<file path="config.mk">
export PLATFORM = sky130hd
export DESIGN_NAME = ppc_port
export DESIGN_NICKNAME = d
export VERILOG_FILES = /design/src/rtl/ppc_pkg.sv /design/src/rtl/ppc_port.sv
export SDC_FILE = /design/constraint.sdc
export NUM_CORES = 1
export LEC_CHECK = 0
export ABC_AREA = 1
export BUFFER_PORTS_ARGS = -buffer_cell sky130_fd_sc_hd__clkbuf_2
export CAP_MARGIN = 20
export CORE_MARGIN = 2
export CORE_UTILIZATION = 30
export DETAILED_ROUTE_END_ITERATION = 8
export REMOVE_ABC_BUFFERS = 1
export SLEW_MARGIN = 20
export SYNTH_ARGS = -nofsm -noshare
export SYNTH_HDL_FRONTEND = slang
export SYNTH_SLANG_ARGS = --single-unit
</file>
<file path="constraint.sdc">
create_clock -name mclk -period 1.6 [get_ports mclk]
set_input_delay 0.24 -clock mclk [delete_from_list [all_inputs] [get_ports mclk]]
set_output_delay 0.24 -clock mclk [all_outputs]
set_load 0.05 [all_outputs]
</file>
<file path="src/rtl/ppc_pkg.sv">
package ppc_pkg;

	// =====================================================
	// register map (byte addresses on apb)
	localparam int         ADDR_W     = 8;
	localparam logic [7:0] OFS_CTRL   = 8'h00;
	localparam logic [7:0] OFS_LOC_A  = 8'h04;
	localparam logic [7:0] OFS_LOC_B  = 8'h08;
	localparam logic [7:0] OFS_SERIAL = 8'h0c;
	localparam logic [7:0] OFS_BUSCFG = 8'h10;
	localparam logic [7:0] OFS_IRQ    = 8'h14;

	// =====================================================
	// control/status fields
	localparam int B_SIF_COPY = 15;
	localparam int B_WIDTH    = 13;
	localparam int B_ODS_ACT  = 12;
	localparam int B_IDS_ACT  = 11;
	localparam int B_SC_MODE  = 10;
	localparam int B_EN       = 5;
	localparam int NFLAGS     = 5;
	localparam int F_SIF      = 4;
	localparam int F_SOE      = 3;
	localparam int F_IS       = 2;
	localparam int F_OS       = 1;
	localparam int F_EXT      = 0;
	localparam int B_CFG_SPLIT = 0;
	localparam int B_CFG_OUT   = 1;
	localparam int B_IRQ_RET   = 0;
	localparam int B_IRQ_TRAP  = 1;

	localparam int          DW        = 16;
	localparam logic [15:0] SPLIT_OE  = 16'h00ff;
	localparam logic [1:0]  VEC_HW    = 2'h1;
	localparam logic [1:0]  VEC_SW    = 2'h2;

	// =====================================================
	// timing: strobe unit is two input-clock high periods
	localparam int CLK_NS       = 40;
	localparam int CKI_HIGH_NS  = 20;
	localparam int STB_T_NS     = 2 * CKI_HIGH_NS;
	localparam int STB_T_CYC    = (STB_T_NS / CLK_NS) < 1 ? 1 : STB_T_NS / CLK_NS;
	localparam int STB_CW       = 4;

	// =====================================================
	// carriers
	typedef struct packed {
		logic [DW-1:0] data;
		logic          ids;
		logic          ods;
		logic          ext_irq;
	} ppc_pin_in_type;

	typedef struct packed {
		logic [DW-1:0] data;
		logic [DW-1:0] data_oe;
		logic          sel;
		logic          ods;
		logic          ods_oe;
		logic          ids;
		logic          ids_oe;
	} ppc_pin_out_type;

	typedef struct packed {
		logic              pready;
		logic              pslverr;
		logic [31:0]       prdata;
		logic [1:0]        width;
		logic              ods_act;
		logic              ids_act;
		logic              sc_mode;
		logic [NFLAGS-1:0] en;
		logic [NFLAGS-1:0] flags;
		logic              cfg_split;
		logic              cfg_out;
		logic [DW-1:0]     in_data;
		ppc_pin_in_type    s1;
		ppc_pin_in_type    s2;
		ppc_pin_in_type    s3;
		ppc_pin_in_type    filt;
		logic [STB_CW-1:0] ods_cnt;
		logic [STB_CW-1:0] ids_cnt;
		ppc_pin_out_type   pout;
		logic              irq_req;
		logic              irq_ack;
		logic              jam;
		logic [1:0]        jam_vec;
	} ppc_state_type;

	localparam ppc_state_type ST_RESET = '0;

endpackage

</file>
<file path="src/rtl/ppc_port.sv">
// The placing of the registers and the APB slave port were decided locally.
`timescale 1ns/1ps
// Contract
// - sixteen-bit data bus carries words both ways.
// - bus is split 8 in plus 8 out, or full 16 in or out.
// - active mode device drives strobe; passive mode outside drives it.
// - input and output strobe modes chosen independently.
// - width code 0..3 gives strobe length T..4T; T is two clock highs.
// - control bit 12 sets output strobe active when 1.
// - control bit 11 sets input strobe active when 1.
// - low five status bits are read-only; writes leave them.
// - status order: serial full, serial empty, input, output, external.
// - bit 15 reads a copy of the serial-input-full flag.
// - five enable bits gate the five sources, same order.
// - reset clears all five enables.
// - select line low for location a write, high for b.
// - location write sends data out; read returns outside data.
// - in active output mode a strobe accompanies every data write on the port.
// - one external and four internal request conditions.
// - external pin assertion raises the external-request flag.
// - serial input loaded raises serial-input-full.
// - serial output taken raises serial-output-empty.
// - outside write into input register raises input-strobe flag.
// - outside read of output buffer raises output-strobe flag.
// - hardware interrupt jams vector 1, trap jams vector 2.
// - shadow copying of program counter off during service.
// - serial read/write and location read/write clear their flags.
// - acknowledge on recognition masks external pin until return.
// - external flag clears on acknowledge fall; all flags clear on reset.
module ppc_port
	import ppc_pkg::*;
(
	input  wire logic                  mclk,
	input  wire logic                  sys_rst,
	input  wire logic                  ce,
	input  wire logic [ADDR_W-1:0]     paddr,
	input  wire logic                  psel,
	input  wire logic                  penable,
	input  wire logic                  pwrite,
	input  wire logic [31:0]           pwdata,
	output logic      [31:0]           prdata,
	output logic                       pready,
	output logic                       pslverr,
	input  wire ppc_pin_in_type        pins_in,
	output ppc_pin_out_type            pins_out,
	input  wire logic                  ser_in_loaded,
	input  wire logic                  ser_out_taken,
	output logic                       irq_req,
	output logic                       irq_ack,
	output logic                       jam,
	output logic      [1:0]            jam_vec,
	output logic                       shadow_off
);

	ppc_state_type     r;
	ppc_state_type     next_r;
	logic              acc;
	logic              done;
	logic              wr;
	logic              rd;
	logic              is_loc;
	logic [NFLAGS-1:0] set;
	logic [NFLAGS-1:0] clr;
	logic [STB_CW-1:0] plen;
	logic              ids_rise;
	logic              ods_rise;
	logic              irq_rise;

	assign is_loc = (paddr == OFS_LOC_A) || (paddr == OFS_LOC_B);

	// =====================================================
	// next state
	always_comb begin
		next_r = r;
		set    = '0;
		clr    = '0;
		acc    = psel && penable;
		done   = acc && r.pready;
		wr     = done && pwrite;
		rd     = done && !pwrite;
		plen   = STB_CW'((32'(r.width) + 32'd1) * STB_T_CYC);

		// pin inputs: a change counts once stages two and three agree
		next_r.s1   = pins_in;
		next_r.s2   = r.s1;
		next_r.s3   = r.s2;
		next_r.filt = ppc_pin_in_type'((r.s2 & r.s3) | ((r.s2 ^ r.s3) & r.filt));
		ids_rise = next_r.filt.ids && !r.filt.ids;
		ods_rise = next_r.filt.ods && !r.filt.ods;
		irq_rise = next_r.filt.ext_irq && !r.filt.ext_irq;

		// =====================================================
		// apb: one wait state, read data captured with pready
		next_r.pready = acc && !r.pready;
		if (acc && !r.pready) begin
			next_r.pslverr = 1'b0;
			next_r.prdata  = '0;
			case (paddr)
				OFS_CTRL: begin
					next_r.prdata[DW-1:0] = {r.flags[F_SIF], r.width, r.ods_act,
						r.ids_act, r.sc_mode, r.en, r.flags};
				end
				OFS_LOC_A, OFS_LOC_B: begin
					next_r.prdata[DW-1:0] = r.in_data;
				end
				OFS_SERIAL: begin
					next_r.prdata = '0;
				end
				OFS_BUSCFG: begin
					next_r.prdata[B_CFG_OUT:B_CFG_SPLIT] = {r.cfg_out, r.cfg_split};
				end
				OFS_IRQ: begin
					next_r.prdata[2:0] = {r.jam_vec, r.irq_ack};
				end
				default: begin
					next_r.pslverr = 1'b1;
				end
			endcase
		end

		// =====================================================
		// strobe pulses; a new location write (output) or read (input) below restarts them
		if (r.ods_cnt != '0) begin
			next_r.ods_cnt = r.ods_cnt - STB_CW'(1);
			if (r.ods_cnt == STB_CW'(1)) begin
				next_r.pout.ods = 1'b0;
				set[F_OS]       = 1'b1;
			end
		end
		if (r.ids_cnt != '0) begin
			next_r.ids_cnt = r.ids_cnt - STB_CW'(1);
			if (r.ids_cnt == STB_CW'(1)) begin
				next_r.pout.ids = 1'b0;
				next_r.in_data  = r.filt.data;
				set[F_IS]       = 1'b1;
			end
		end
		// passive strobes come from the outside party
		if (!r.ids_act && ids_rise) begin
			next_r.in_data = next_r.filt.data;
			set[F_IS]      = 1'b1;
		end
		if (!r.ods_act && ods_rise) begin
			set[F_OS] = 1'b1;
		end
		set[F_SIF] = set[F_SIF] | ser_in_loaded;
		set[F_SOE] = set[F_SOE] | ser_out_taken;
		if (irq_rise && !r.irq_ack) begin
			set[F_EXT] = 1'b1;
		end

		// =====================================================
		// register writes and access side effects
		if (wr) begin
			case (paddr)
				OFS_CTRL: begin
					// status bits are not taken from pwdata
					next_r.width   = pwdata[B_WIDTH+:2];
					next_r.ods_act = pwdata[B_ODS_ACT];
					next_r.ids_act = pwdata[B_IDS_ACT];
					next_r.sc_mode = pwdata[B_SC_MODE];
					next_r.en      = pwdata[B_EN+:NFLAGS];
				end
				OFS_LOC_A, OFS_LOC_B: begin
					next_r.pout.data = pwdata[DW-1:0];
					next_r.pout.sel  = (paddr == OFS_LOC_B);
					clr[F_OS]        = 1'b1;
					if (r.ods_act) begin
						next_r.ods_cnt  = plen;
						next_r.pout.ods = 1'b1;
					end
				end
				OFS_SERIAL: begin
					clr[F_SOE] = 1'b1;
				end
				OFS_BUSCFG: begin
					next_r.cfg_split = pwdata[B_CFG_SPLIT];
					next_r.cfg_out   = pwdata[B_CFG_OUT];
				end
				OFS_IRQ: begin
					if (pwdata[B_IRQ_RET] && r.irq_ack) begin
						next_r.irq_ack = 1'b0;
						clr[F_EXT]     = 1'b1;
					end
				end
				default: begin
				end
			endcase
		end
		if (rd && is_loc) begin
			clr[F_IS] = 1'b1;
			// active input strobe asks the outside for the next word
			if (r.ids_act) begin
				next_r.ids_cnt  = plen;
				next_r.pout.ids = 1'b1;
			end
		end
		if (rd && paddr == OFS_SERIAL) begin
			clr[F_SIF] = 1'b1;
		end
		next_r.flags = (r.flags & ~clr) | set; // set beats clear

		// =====================================================
		// pin drive
		next_r.pout.ods_oe  = next_r.ods_act;
		next_r.pout.ids_oe  = next_r.ids_act;
		next_r.pout.data_oe = next_r.cfg_split ? SPLIT_OE : {DW{next_r.cfg_out}};

		// =====================================================
		// interrupt recognition
		// from next flags: a stale request after a clear would re-acknowledge at once
		next_r.irq_req = |(next_r.flags & next_r.en);
		next_r.jam     = 1'b0;
		if (wr && paddr == OFS_IRQ && pwdata[B_IRQ_TRAP] && !r.irq_ack) begin
			next_r.irq_ack = 1'b1;
			next_r.jam     = 1'b1;
			next_r.jam_vec = VEC_SW;
		end else if (r.irq_req && !r.irq_ack) begin
			next_r.irq_ack = 1'b1;
			next_r.jam     = 1'b1;
			next_r.jam_vec = VEC_HW;
		end
	end

	always_ff @(posedge mclk) begin
		if (sys_rst) begin
			r <= ST_RESET;
		end else if (ce) begin
			r <= next_r;
		end
	end

	assign prdata     = r.prdata;
	assign pready     = r.pready;
	assign pslverr    = r.pslverr;
	assign pins_out   = r.pout;
	assign irq_req    = r.irq_req;
	assign irq_ack    = r.irq_ack;
	assign jam        = r.jam;
	assign jam_vec    = r.jam_vec;
	assign shadow_off = r.irq_ack;
endmodule

</file>
Word level (Yosys, flattened, before mapping)
Cells that the tools add are included.
Storage, ports and cells
  bits in registers: 175
  input bits: 67
  output and inout port bits: 77
  word-level logic and storage cells: 150
Operators by class
  add/subtract/negate cells: 3
  equal/unequal tests: 7
  multiplexer cells: 48
  bitwise operators: 8
  reductions and logical operators: 45
Operators by type and width (number)
  16-bit 2-to-1 mux: 4
  19-bit bitwise AND: 2
  4-bit 2-to-1 mux: 9
  1-bit 2-to-1 mux: 27
  13-bit case mux with 2 select lines: 1
  19-bit bitwise OR: 1
  19-bit bitwise XOR: 1
  1-bit logical AND: 18
  8-bit by 4-bit == test with 1-bit output, second input constant: 2
  8-bit by 5-bit == test with 1-bit output, second input constant: 2
  8-bit 2-to-1 mux: 2
  5-bit bitwise AND: 2
  3-bit AND reduction: 3
  3-bit nonzero test: 3
  4-bit by 1-bit == test with 1-bit output, second input constant: 2
  8-bit by 3-bit == test with 1-bit output, second input constant: 1
  1-bit logical NOT: 8
  8-bit logical NOT: 1
  2-bit case mux with 4 select lines: 1
  4-bit nonzero test: 2
  4-bit by 1-bit subtractor with 4-bit output, second input constant: 2
  2-bit 2-to-1 mux: 3
  2-bit nonzero test: 3
  6-bit OR reduction: 1
  9 further kinds: 10

Depth between registers and ports, before layout
Gate-level depths: netlist (run 1).
  depth in word-level cells: 10
  gate-level depth with buffers: 12
  mapped depth without buffers: 12

Least setup slack after synthesis (run 1)
No wires, ideal clock.
  kind: register to register
  start: register r, in the netlist pready
  end: register r[154] (netlist bit)
  library setup time: 0.119 ns
  arrival: 1.630 ns
  data required time: 1.481 ns
  path slack: -0.149 ns
  stages on the path, launching flop included: 8
  path buffers: 2
  clock period less this slack: 1.749 ns
  cell sequence: dfxtp_1 > nand3_2 > nor2_4 > buf_6 > nand3_2 > buf_2 > o21ai_0 > a21oi_1
Between the ends
  cells in the longest elaborated chain, start to end: 3
RTL lines
  start: declaration: line ppc_port.sv:55  | ppc_state_type r;
  start signal: assignment: line ppc_port.sv:229  | r <= next_r;
  1-bit logical AND: line ppc_port.sv:78  | done = acc && r.pready;
  1-bit logical AND: line ppc_port.sv:79  | wr = done && pwrite;
  3-bit AND reduction (no source line)
Every way passes these cells.
A chain may end at the register's enable or synchronous reset.

Final worst setup path (run 1)
  start: register r, in the netlist irq_ack
  end: output port shadow_off
RTL lines
  end: declaration: line ppc_port.sv:52  | output logic shadow_off
No word-level cell between the ends.

==> results.txt, run 1 <==
* Via count: 6511
- CP Max Fanout: 7
* Worst path required time: 1.36 ns
* Placement-stage cell area: 8310 µm²
- Number of design-rule violations left by the first detailed-router iteration: 272
- Leading cell types in the layout, fill and taps excluded: sky130_fd_sc_hd__nor2_1 (199), sky130_fd_sc_hd__dfxtp_1 (160), sky130_fd_sc_hd__o21ai_0 (151), sky130_fd_sc_hd__nand2_1 (135), sky130_fd_sc_hd__clkbuf_2 (111)
* GRT Residual Overflow: 0
* Final min period: 1.50 ns
- After detailed routing, the average wire length per cell comes to 13.1 µm.
- Across all hold checks on the routed design, the worst slack comes to 0.0308 ns.
* Max Transition Viols Final: 0
- The number of antenna violations at the first check in global routing came to 0.
* Setup violators final: 0
- Num ports: 144
* Kind of cell with the highest combined delay on the critical path: flip-flops
- Residual DRC count: 0
- Count of endpoints failing hold in the final timing report: 0
* Number of filler instances in the final layout: 2683
* Area of the core region: 25300 µm²
- Total clock buffers created by CTS: 17
- Of all flip-flops after synthesis, the portion carrying an async set or reset was 0.
- Post-cts gate resize count: 0
* CTS HTree Levels: 4
- Worst-Skew Late Latency: 0.43 ns
* Area added between synthesis and finish: 15.7%
- Register bit total from synthesis: 161
- Most used DFF post-synth: sky130_fd_sc_hd__dfxtp_1
- Number of nets in the layout: 1195
* Postcts setup bufs: 0
- Vias in the first global route: 5857
* Setup repair after global routing missed its margin: true
* Number of diodes: 0
- TritonCTS built the clock tree.
* Share of post-route cells with drive strength above 1: 0.196
- Post-Syn Instances: 1048
- After clock tree synthesis, the clock-pin slew on the worst setup and hold paths is 0.07 ns.
- Die width: 164 µm
* Register cell area after layout: 3220 µm²
- Largest net degree at the start of global routing: 65
* Number of antenna-violating nets in the routed design: 0
- Biggest cell delay along the critical path: 0.50 ns
- Kind of path behind the tightest hold check: primary input to register
- Number of search-and-repair iterations in the first detailed-routing pass: 4
- Max Clk Rate: 665 MHz
- Final standard cell area without fillers: 8930 µm²
- STA classifies the critical path startpoint as a register.
* Initial core utilization: 0.306
- On the final layout, the worst clock skew is 0.00895 ns.
- The Yosys step of the flow raised 0 warnings.
- At the end of the flow the core is filled with cells to 0.354.
- Measured along the y axis, the die boundary spans 164 µm.
* Total Routing Usage GR: 0.142
- Data arrival, critical path: 1.26 ns
* Rows: 58
- In this run the mean area of a mapped cell was 7.37 µm².
- For this block, the routed nets add up to 19.0 mm of wire.
- Worst Tran Pin Value: 0.560 ns
- EDFF count, synth: 0
* Sink Count: 161
- The cell sitting at the root of the clock tree is a sky130_fd_sc_hd__clkbuf_16.
- Area of combinational cells with multiple inputs: 3470 µm²
* Sequence of cells on the critical path: clkbuf_2
- Kind of capture point of the worst setup path: output pin
* Netlist area before placement: 7720 µm²
- The first global-routing pass estimated 30.1 mm of wire.
- Among all stages on the critical path, the largest delay is contributed by sky130_fd_sc_hd__dfxtp_1.
- For this run, the register share of the synthesized area comes to 0.418.
- Leaving out fill and tap cells, the most frequent cell in the layout is sky130_fd_sc_hd__nor2_1.
* Final clock period utilization by the worst path: 0.939
- Max-cap violations in this run came to 0.
- During placement, the flow inserted port buffers numbering 111.
- In this run the deepest clock path goes through 2 buffers.
- Synth cell types: 38
* Slew Limit Headroom: 0.627
* Routability Congestion: 0.758
- Leakage: 4.25 nW
* Placed wire-length estimate after detailed placement: 13.0 mm
* CP Buf/Inv Count: 1
- Power spread over the standard cell area amounts to 1110 nW/µm².
* Run status: finished, final reports clean
* Startpoint-to-endpoint class of the critical path: register to output pin
- Across the VDD grid, the largest voltage drop is 0.639 mV.
- Dividing the detail-routed via count by the number of cells gives 4.51.
- The die covers 27000 µm².
* CTS Hold Buffers Added: 0
## sequential cells by signal (all words and copies together) (netlist names)
name,cells
prdata,16
irq_req,1
pslverr,1
jam,1
pready,1
next_r,38
irq_ack,1
r,77
jam_vec,2
pins_out,23
## cells by family (layout without fill, tap and decap cells)
| family | count (synthesis) | count (layout) | synth area share |
|---|---|---|---|
| and+or+nand+nor | 396 | 396 | 0.220 |
| buffers and inverters | 205 | 257 | 0.143 |
| xor gates and xnor gates | 2 | 2 | 0.00227 |
| adders and majority gates | 26 | 26 | 0.0421 |
| DFF | 161 | 161 | 0.418 |
| other | 1 | 16 | 0.000486 |
| AOI/OAI and AO/OA | 257 | 257 | 0.175 |
## per-stage QoR
stage	std cells	total power [mW]	setup TNS (ns)	worst slack, ns
after floorplan	936	5.36	-62.54	-1.75
after global placement	1413	5.83	0	0.0520
after detailed placement	1413	5.85	0	0.0473
after CTS	1445	10.0	0	0.0664
after global routing	1445	10.4	-0.00660	-0.00404
final	1445	9.94	0	0.0972
## final timing paths
path	from	to	slack (ns)	cells after the start
hold / removal	pins_in[3]	next_r[91]	0.03	3
setup / recovery	irq_ack	shadow_off	0.1	1
hold reg to reg	r[154]	r[154]	0.45	2
setup reg to reg	r[43]	r[139]	0.1	7
## worst min-delay path: cells and delay by family
kind / cells / cell delay, ns
AND/OR/NAND/NOR: 2 / 0.11
buffers and inverters: 1 / 0.08
## cells in the mapped netlist (3+ instances only)
cell	n	share of area
sky130_fd_sc_hd__a21o_1	16	0.016
sky130_fd_sc_hd__a21oi_1	79	0.051
sky130_fd_sc_hd__buf_1	3	0.0015
sky130_fd_sc_hd__buf_2	16	0.010
sky130_fd_sc_hd__buf_4	75	0.073
sky130_fd_sc_hd__buf_6	4	0.0058
sky130_fd_sc_hd__clkbuf_1	29	0.014
sky130_fd_sc_hd__dfxtp_1	161	0.42
sky130_fd_sc_hd__ha_1	26	0.042
sky130_fd_sc_hd__inv_1	73	0.035
sky130_fd_sc_hd__inv_2	4	0.0019
sky130_fd_sc_hd__nand2_1	135	0.066
sky130_fd_sc_hd__nand2_2	7	0.0057
sky130_fd_sc_hd__nand3_1	22	0.014
sky130_fd_sc_hd__nand3_2	3	0.0039
sky130_fd_sc_hd__nand4_1	5	0.0041
sky130_fd_sc_hd__nor2_1	201	0.098
sky130_fd_sc_hd__nor2_2	3	0.0024
sky130_fd_sc_hd__nor2_4	9	0.013
sky130_fd_sc_hd__o21ai_0	154	0.10
## per-layer routing
| layer | vias up | global-route usage | wire length (µm) |
|---|---|---|---|
| met4 | 0 | 0.0407 | 214 |
| met3 | 15 | 0.0326 | 857 |
| met1 | 2971 | 0.192 | 9410 |
| li1 | 3393 | - | - |
| met2 | 132 | 0.227 | 8470 |
| met5 | - | 0 | 0 |
## power breakdown
group / internal [mW] / switching, mW / total, mW / leakage (nW)
clock: 2.44 / 1.70 / 4.14 / 0.288
combinational: 0.537 / 0.875 / 1.41 / 2.65
sequential: 4.23 / 0.150 / 4.38 / 1.32
total: 7.21 / 2.73 / 9.94 / 4.25
## final cells by class
class / instances / share of cell area
clock inverter: 10 / 0.0139
inverter: 78 / 0.0331
timing repair buffer: 147 / 0.104
sequential: 161 / 0.361
clock buffer: 22 / 0.0531
tap: 330 / 0.0462
multi-input combinational: 697 / 0.388
Power figures use the tool's default switching activity.
==> run 2: changes to the inputs <==
--- a/config.mk
+++ b/config.mk
@@ -9,8 +9,10 @@
 export BUFFER_PORTS_ARGS = -buffer_cell sky130_fd_sc_hd__clkbuf_2
 export CAP_MARGIN = 20
 export CORE_MARGIN = 2
-export CORE_UTILIZATION = 30
+export CORE_UTILIZATION = 52
 export DETAILED_ROUTE_END_ITERATION = 8
+export HOLD_SLACK_MARGIN = 0.05
+export PLACE_DENSITY = 0.75
 export REMOVE_ABC_BUFFERS = 1
 export SLEW_MARGIN = 20
 export SYNTH_ARGS = -nofsm -noshare
==> constraint.sdc (replaced) <==
create_clock -name mclk -period 1.5 [get_ports mclk]
set_input_delay 0.225 -clock mclk [delete_from_list [all_inputs] [get_ports mclk]]
set_output_delay 0.225 -clock mclk [all_outputs]
set_load 0.05 [all_outputs]
==> run 2 against run 1 <==
Effect of this change: register-to-register slack lost 0.096 ns; worst setup slack got worse by 0.096 ns; sequential cell count did not move; non-clock buffer count grew 44; first-iteration DRC count increased by 84%; clock-buffer cell count rose by 3; final area rose by 6.2%; via count up 7.2%; clock skew about the same; wire length rose by 0.19%; critical endpoint is now r[130]; largest cell class unchanged.
==> results.txt, run 2 (synthesized netlist as in run 1, its figures left out) <==
- Run status: finished, final reports clean
- GRT Residual Overflow: 0
- Once detailed placement completed, the half-perimeter wirelength came to 11.7 mm.
* Top reg by flops: r
- CTS HTree Levels: 4
- The number of cells on the worst reg-to-reg path is 8.
- Number of buffers between clock root and the deepest sink: 2
- Using the TritonRoute via totals, the vias-per-cell ratio works out to 5.20.
- For this design the top-level I/O count stands at 144.
- Number of filler instances in the final layout: 1225
* Max Clk Rate: 667 MHz
* Share of post-route cells with drive strength above 1: 0.250
- The worst setup path is launched from a register.
- Initial antenna violation count: 0
- Slack of the worst reg-to-reg path: 0.0009 ns
- The worst-case IR drop observed on VDD is 0.862 mV.
- Clock skew on the completed layout was measured at 0.00908 ns.
- Final WL: 19.0 mm
- Setup repair after global routing could not meet its margin everywhere.
- After floorplanning, the core was divided into 44 placement rows.
- Terminus of the critical flop-to-flop path: r[130]
* Wire length of the first global-routing pass: 29.2 mm
- Routability Congestion: 0.798
* Crit. Startpoint: next_r[71]
- Counting I/O delays and the setup requirement, the final critical path takes 1.50 ns.
- In this run the vertical extent of the chip is 126 µm.
- Sink Count: 161
* Via count: 6977
- The max-slew violation count came to 0.
* Number of search-and-repair iterations in the first detailed-routing pass: 5
* Non-filler instance count after layout: 1342
- Number of antenna-violating nets in the routed design: 0
- Max-cap violations in this run came to 0.
- After detailed routing, the number of remaining DRC violations is 0.
- Total clock buffers created by CTS: 17
- Dividing the final minimum period by the clock period gives 0.999.
- Once layout is complete, the utilization of the core stands at 0.653.
* Kind of path behind the tightest hold check: primary input to register
* Number of diodes: 0
- Setup violations remaining at the end of the flow were counted as 0.
- The floorplan step set the die width to 126 µm.
* Number of design-rule violations left by the first detailed-router iteration: 500
* Kind of capture point of the worst setup path: register
- Leakage: 4.50 nW
- For hold timing, the worst endpoint is pins_out[33].
- Worst-Skew Late Latency: 0.43 ns
* Startpoint of the lowest-slack hold path: pwdata[12]
- Power after layout: 10.9 mW
- The floorplan step defined a core boundary enclosing 14500 µm².
* Max reg flops: 77
- Die area: 15800 µm²
- At the worst endpoint, the required time is 1.81 ns.
* PwrDens: 1150 nW/µm²
- Startpoint-to-endpoint class of the critical path: register to register
- Worst reg2reg startpoint: next_r[71]
- Root Buffer Master: sky130_fd_sc_hd__clkbuf_16
- The worst hold path passes through 3 cells.
* Area added between synthesis and finish: 22.9%
- Initial core utilization: 0.531
- Once placement completed, the tool counted placed cells totaling 1272.
- Routed wire per std cell: 14.1 µm
- Largest net degree at the start of global routing: 77
* Worst hold margin: 0.0687 ns
- Clock transition time at the flip-flop clock pins of the worst setup and hold paths: 0.06 ns
- During placement, the flow inserted port buffers numbering 111.
- Leading cell types in the layout, fill and taps excluded: sky130_fd_sc_hd__nor2_1 (182), sky130_fd_sc_hd__dfxtp_1 (154), sky130_fd_sc_hd__nand2_1 (125), sky130_fd_sc_hd__o21ai_0 (124), sky130_fd_sc_hd__clkbuf_2 (110)
* Data arrival, critical path: 1.81 ns
- Vias in the first global route: 6136
- CP Max Fanout: 6
* Number of nets in the layout: 1240
- Clock tree from TritonCTS: built
* Count of endpoints failing hold in the final timing report: 0
- Total Routing Usage GR: 0.225
- Commonest non-fill, non-tap cell in the layout: sky130_fd_sc_hd__nor2_1
run 2: cell types whose count changed in the layout (fill, tap and decap cells not counted), sizes merged:
cell / previous run / this run
dlygate4sd3: 0 / 23
buf: 36 / 56
inv: 80 / 75
clkbuf: 133 / 137
bufinv: 2 / 4
clkinvlp: 2 / 1
run 2: worst max-delay path, cell delays in order (launching register included):
cell,delay [ns]
sky130_fd_sc_hd__dfxtp_2,0.35
sky130_fd_sc_hd__ha_4,0.14
sky130_fd_sc_hd__nor3b_4,0.24
sky130_fd_sc_hd__a31oi_4,0.08
sky130_fd_sc_hd__nor2_4,0.20
sky130_fd_sc_hd__inv_4,0.08
sky130_fd_sc_hd__clkbuf_16,0.18
sky130_fd_sc_hd__nor2_4,0.07
sky130_fd_sc_hd__nor2_1,0.05
run 2: worst max path at each step:
stage / slack, ns / depth (start not counted) / end
floorplan: -1.85 / 4 / pins_out[12]
global placement: 0.002 / 9 / irq_req
detailed placement: -0.03 / 11 / irq_req
CTS: 0.008 / 8 / pins_out[25]
global route: -0.07 / 8 / r[132]
finish: 0.0009 / 8 / r[130]
run 2: per-layer routing:
metal / global-route usage / share of wire / vias up
met3: 0.0476 / 0.053 / 37
met1: 0.289 / 0.44 / 3230
met5: 0 / 0 / -
li1: - / - / 3493
met2: 0.372 / 0.49 / 217
met4: 0.0847 / 0.024 / 0
run 2: cell type report:
type,count,area (µm²),share of cell area
clock buffers,25,495,0.0522
clock inverters,5,125,0.0132
inverters,78,308,0.0324
multi-input cells,697,3690,0.389
flip-flops and latches,161,3230,0.341
well taps,184,230,0.0243
repair buffers,191,1400,0.148
repair inverters,1,6.26,0.000660
run 2: power breakdown:
group          switching, mW  internal [mW]
clock network           1.65           2.94
registers              0.168           4.52
logic                  0.994          0.654
total                   2.81           8.12
run 2: through the flow:
step	setup TNS, ns	area (µm²)	setup slack (ns)
2_1_floorplan	-77.54	6970	-1.85
3_3_place_gp	0	8150	0.00168
3_5_place_dp	-0.344	8150	-0.0315
4_1_cts	0	9010	0.00797
5_1_grt	-1.38	9490	-0.0691
6_report	0	9490	0.000877
run 2: repair_timing:
| item | CTS | global route |
|---|---|---|
| buffers inserted | 0 | 13 |
| pin swaps | 0 | 18 |
| endpoints found under the setup margin | 17 | 47 |
| endpoints found under the hold margin | 23 | 0 |
| resized for setup | 2 | 123 |
| cloned | 0 | 4 |
| hold buffers | 23 | 0 |
==> run 3: changes to the inputs <==
--- a/config.mk
+++ b/config.mk
@@ -8,6 +8,7 @@
 export ABC_AREA = 1
 export BUFFER_PORTS_ARGS = -buffer_cell sky130_fd_sc_hd__clkbuf_2
 export CAP_MARGIN = 20
+export CORE_ASPECT_RATIO = 1.5
 export CORE_MARGIN = 2
 export CORE_UTILIZATION = 52
 export DETAILED_ROUTE_END_ITERATION = 8
==> run 3 against run 2 <==
Effect of this change: fmax is 0.89% lower; largest power group unchanged; via count is 3.8% lower; the flow now finishes with violations (setup timing); hold slack worse by 0.010 ns; sequential cell count stayed put; critical path type unchanged; sequential power hardly changed.
==> results.txt, run 3 (synthesized netlist as in run 1, its figures left out) <==
- Run status: finished, violations left
- The checks that failed: setup timing.
* Slowest-stage cell, CP: sky130_fd_sc_hd__dfxtp_2
- Number of diodes: 0
- Across the run, the number of max-cap violations was 0.
* Capture point of the worst path: r[141]
- Setup violators final: 4
- Kind of path behind the tightest hold check: primary input to register
- Including well taps, the total number of placed cells is 1287.
- Once layout is complete, the cells apart from fillers number 1344.
* Number of buffer cells added on primary ports: 111
- The routed layout has 6715 vias.
- The clock net in this run drives a total of 161 sinks.
* Num ports: 144
- The register with the most flip-flops in the layout has 77 of them.
* Crit. Startpoint: r[71]
- Summed over all cells, the static leakage comes to 4.40 nW.
* CP Max Fanout: 16
- Number of design-rule violations left by the first detailed-router iteration: 294
- The via count of the first global-routing pass was 6153.
- The clock tree synthesis step divided the H-tree into 4 levels.
- The max-slew violation count was 0.
* Slack of the worst reg-to-reg path: -0.01 ns
- Cell count of the worst reg-to-reg path: 8
- Counting both buffers and inverters, the worst setup path holds a total of 2.
* Final standard cell area without fillers: 9170 µm²
- Final Skew: 0.00909 ns
* Share of post-route cells with drive strength above 1: 0.219
- In this run the critical register-to-register path is captured at r[141].
* GRT Residual Overflow: 0
- At the worst endpoint, the arrival time is 1.83 ns.
- Once detailed placement completed, the half-perimeter wirelength came to 11.5 mm.
- Worst hold margin: 0.0585 ns
- Number of search-and-repair iterations in the first detailed-routing pass: 5
- Net switching component of the power: 2.95 mW
- Final core occ: 0.631
* Residual DRC count: 0
- The die is 103 µm wide.
- Worst reg2reg startpoint: r[71]
- In this run the core area contains 54 standard-cell rows.
* Die area: 15900 µm²
- Area of the core region: 14500 µm²
- Compared with the post-synthesis result, the final layout area differs by 18.8%.
- Dividing the detail-routed wire length by the instance count gives 12.8 µm.
- Area of combinational cells with multiple inputs: 3550 µm²
- Clock transition time at the flip-flop clock pins of the worst setup and hold paths: 0.06 ns
* Number of cells on the critical path: 8
* Biggest cell delay along the critical path: 0.35 ns
- Total Routing Usage GR: 0.223
- PwrDens: 1140 nW/µm²
- In the final design database the tool counted 1228 nets.
- Clock share of power: 0.395
- In this run the vertical extent of the chip is 153 µm.
- After routing, the total negative slack on setup checks comes to -0.0230 ns.
* Root Buffer Master: sky130_fd_sc_hd__clkbuf_16
- Setup repair after global routing missed its margin: true
* Leading cell types in the layout, fill and taps excluded: sky130_fd_sc_hd__nor2_1 (190), sky130_fd_sc_hd__dfxtp_1 (154), sky130_fd_sc_hd__o21ai_0 (153), sky130_fd_sc_hd__nand2_1 (132), sky130_fd_sc_hd__clkbuf_2 (108)
- PnR worst setup slack: -0.0126 ns
- The filler cells instantiated in the layout total 1284.
- Across the VDD grid, the largest voltage drop is 0.643 mV.
- STA classifies the critical path endpoint as a register.
* Switching Fraction: 0.283
- The clock reaches the later pin of the worst-skew pair after 0.42 ns.
- Initial antenna violation count: 0
- Clock tree from TritonCTS: built
* Final clock period utilization by the worst path: 1.01
- Register cell area after layout: 3230 µm²
- Sequential fraction of design power: 0.449
- Count of endpoints failing hold in the final timing report: 0
- Static timing analysis puts the maximum clock frequency at 661 MHz.
- Routability Congestion: 0.855
- Entering global routing, the biggest net connects 71 pins.
* Placement-stage cell area: 8240 µm²
- Place WS: -0.0380 ns
- Kind of cell with the highest combined delay on the critical path: simple AND/OR/NAND/NOR gates
- Power after layout: 10.4 mW
- Internal power comes to 7.48 mW.
* Worst path required time: 1.82 ns
* Sequence of cells on the critical path: ha_4, nor3b_4, a31oi_4, nor2_4, inv_2, buf_12, nor2_2, nor2_1
- Total clock buffers created by CTS: 17
- The first global-routing pass estimated 28.5 mm of wire.
* Final min period: 1.51 ns
- In this run the remaining antenna-violating nets after routing total 0.
- Final WL: 17.2 mm
* Crit start category: register
* Startpoint-to-endpoint class of the critical path: register to register
- In the routed layout, each cell is associated on average with a via count of 5.00.
* Number of buffers between clock root and the deepest sink: 2
- For this configuration, the core starts out at a cell density of 0.531.
- Top reg by flops: r
- The share of total power dissipated in combinational logic is 0.156.
* Commonest non-fill, non-tap cell in the layout: sky130_fd_sc_hd__nor2_1
==> run 3: cell count changes in the layout (fill, tap and decap cells not counted), moves of 6 or more <==
cell | before | now
sky130_fd_sc_hd__nand2_1 | 125 | 132
sky130_fd_sc_hd__buf_4 | 38 | 30
sky130_fd_sc_hd__nor2_4 | 20 | 10
sky130_fd_sc_hd__nand2_2 | 17 | 10
sky130_fd_sc_hd__o21ai_0 | 124 | 153
sky130_fd_sc_hd__inv_6 | 0 | 6
sky130_fd_sc_hd__o21ai_1 | 19 | 3
sky130_fd_sc_hd__o21ai_2 | 13 | 0
sky130_fd_sc_hd__nor2_1 | 182 | 190
==> run 3: power by group through the flow <==
stage	Clock (mW)	Combinational, mW	Sequential (mW)
5_1_grt	4.38	1.83	4.71
6_report	4.12	1.63	4.68
3_3_place_gp	0	1.45	4.76
2_1_floorplan	0	0.910	4.81
4_1_cts	4.20	1.55	4.67
3_5_place_dp	0	1.47	4.76
==> run 3: cell type report <==
class,count,share of cell area
timing repair buffer,180,0.140
inverter,78,0.0323
clock inverter,14,0.0141
clock buffer,18,0.0468
multi-input combinational,697,0.388
tap,196,0.0268
sequential,161,0.353
==> run 3: worst reg2reg max path, stage by stage (launching register included) <==
cell and delay, ns:
sky130_fd_sc_hd__dfxtp_2 0.35, sky130_fd_sc_hd__ha_4 0.13, sky130_fd_sc_hd__nor3b_4 0.30, sky130_fd_sc_hd__a31oi_4 0.08, sky130_fd_sc_hd__nor2_4 0.19, sky130_fd_sc_hd__inv_2 0.06, sky130_fd_sc_hd__buf_12 0.15, sky130_fd_sc_hd__nor2_2 0.10
sky130_fd_sc_hd__nor2_1 0.05
==> run 3: timing repair <==
item,4_1_cts,5_1_grt
pin swaps,0,9
endpoints found under the hold margin,24,0
gates resized for setup,6,40
buffers inserted,0,2
hold buffers,24,0
setup endpoints to repair,13,62
==> run 3: worst min path at each step <==
stage / start / to / cells after the start
floorplan: sys_rst / irq_ack / 1
global placement: r[132] / prdata[6] / 2
detailed placement: r[135] / prdata[9] / 2
CTS: pwdata[12] / pins_out[33] / 3
global route: pwdata[5] / pins_out[26] / 3
finish: pins_in[16] / next_r[104] / 3
==> run 3: routing by layer <==
| layer | GRT usage | vias to the layer above | part of all wire |
|---|---|---|---|
| met5 | 0 | - | 0 |
| met4 | 0.0739 | 0 | 0.017 |
| met3 | 0.0480 | 21 | 0.046 |
| met2 | 0.387 | 175 | 0.51 |
| met1 | 0.267 | 3058 | 0.43 |
| li1 | - | 3461 | - |
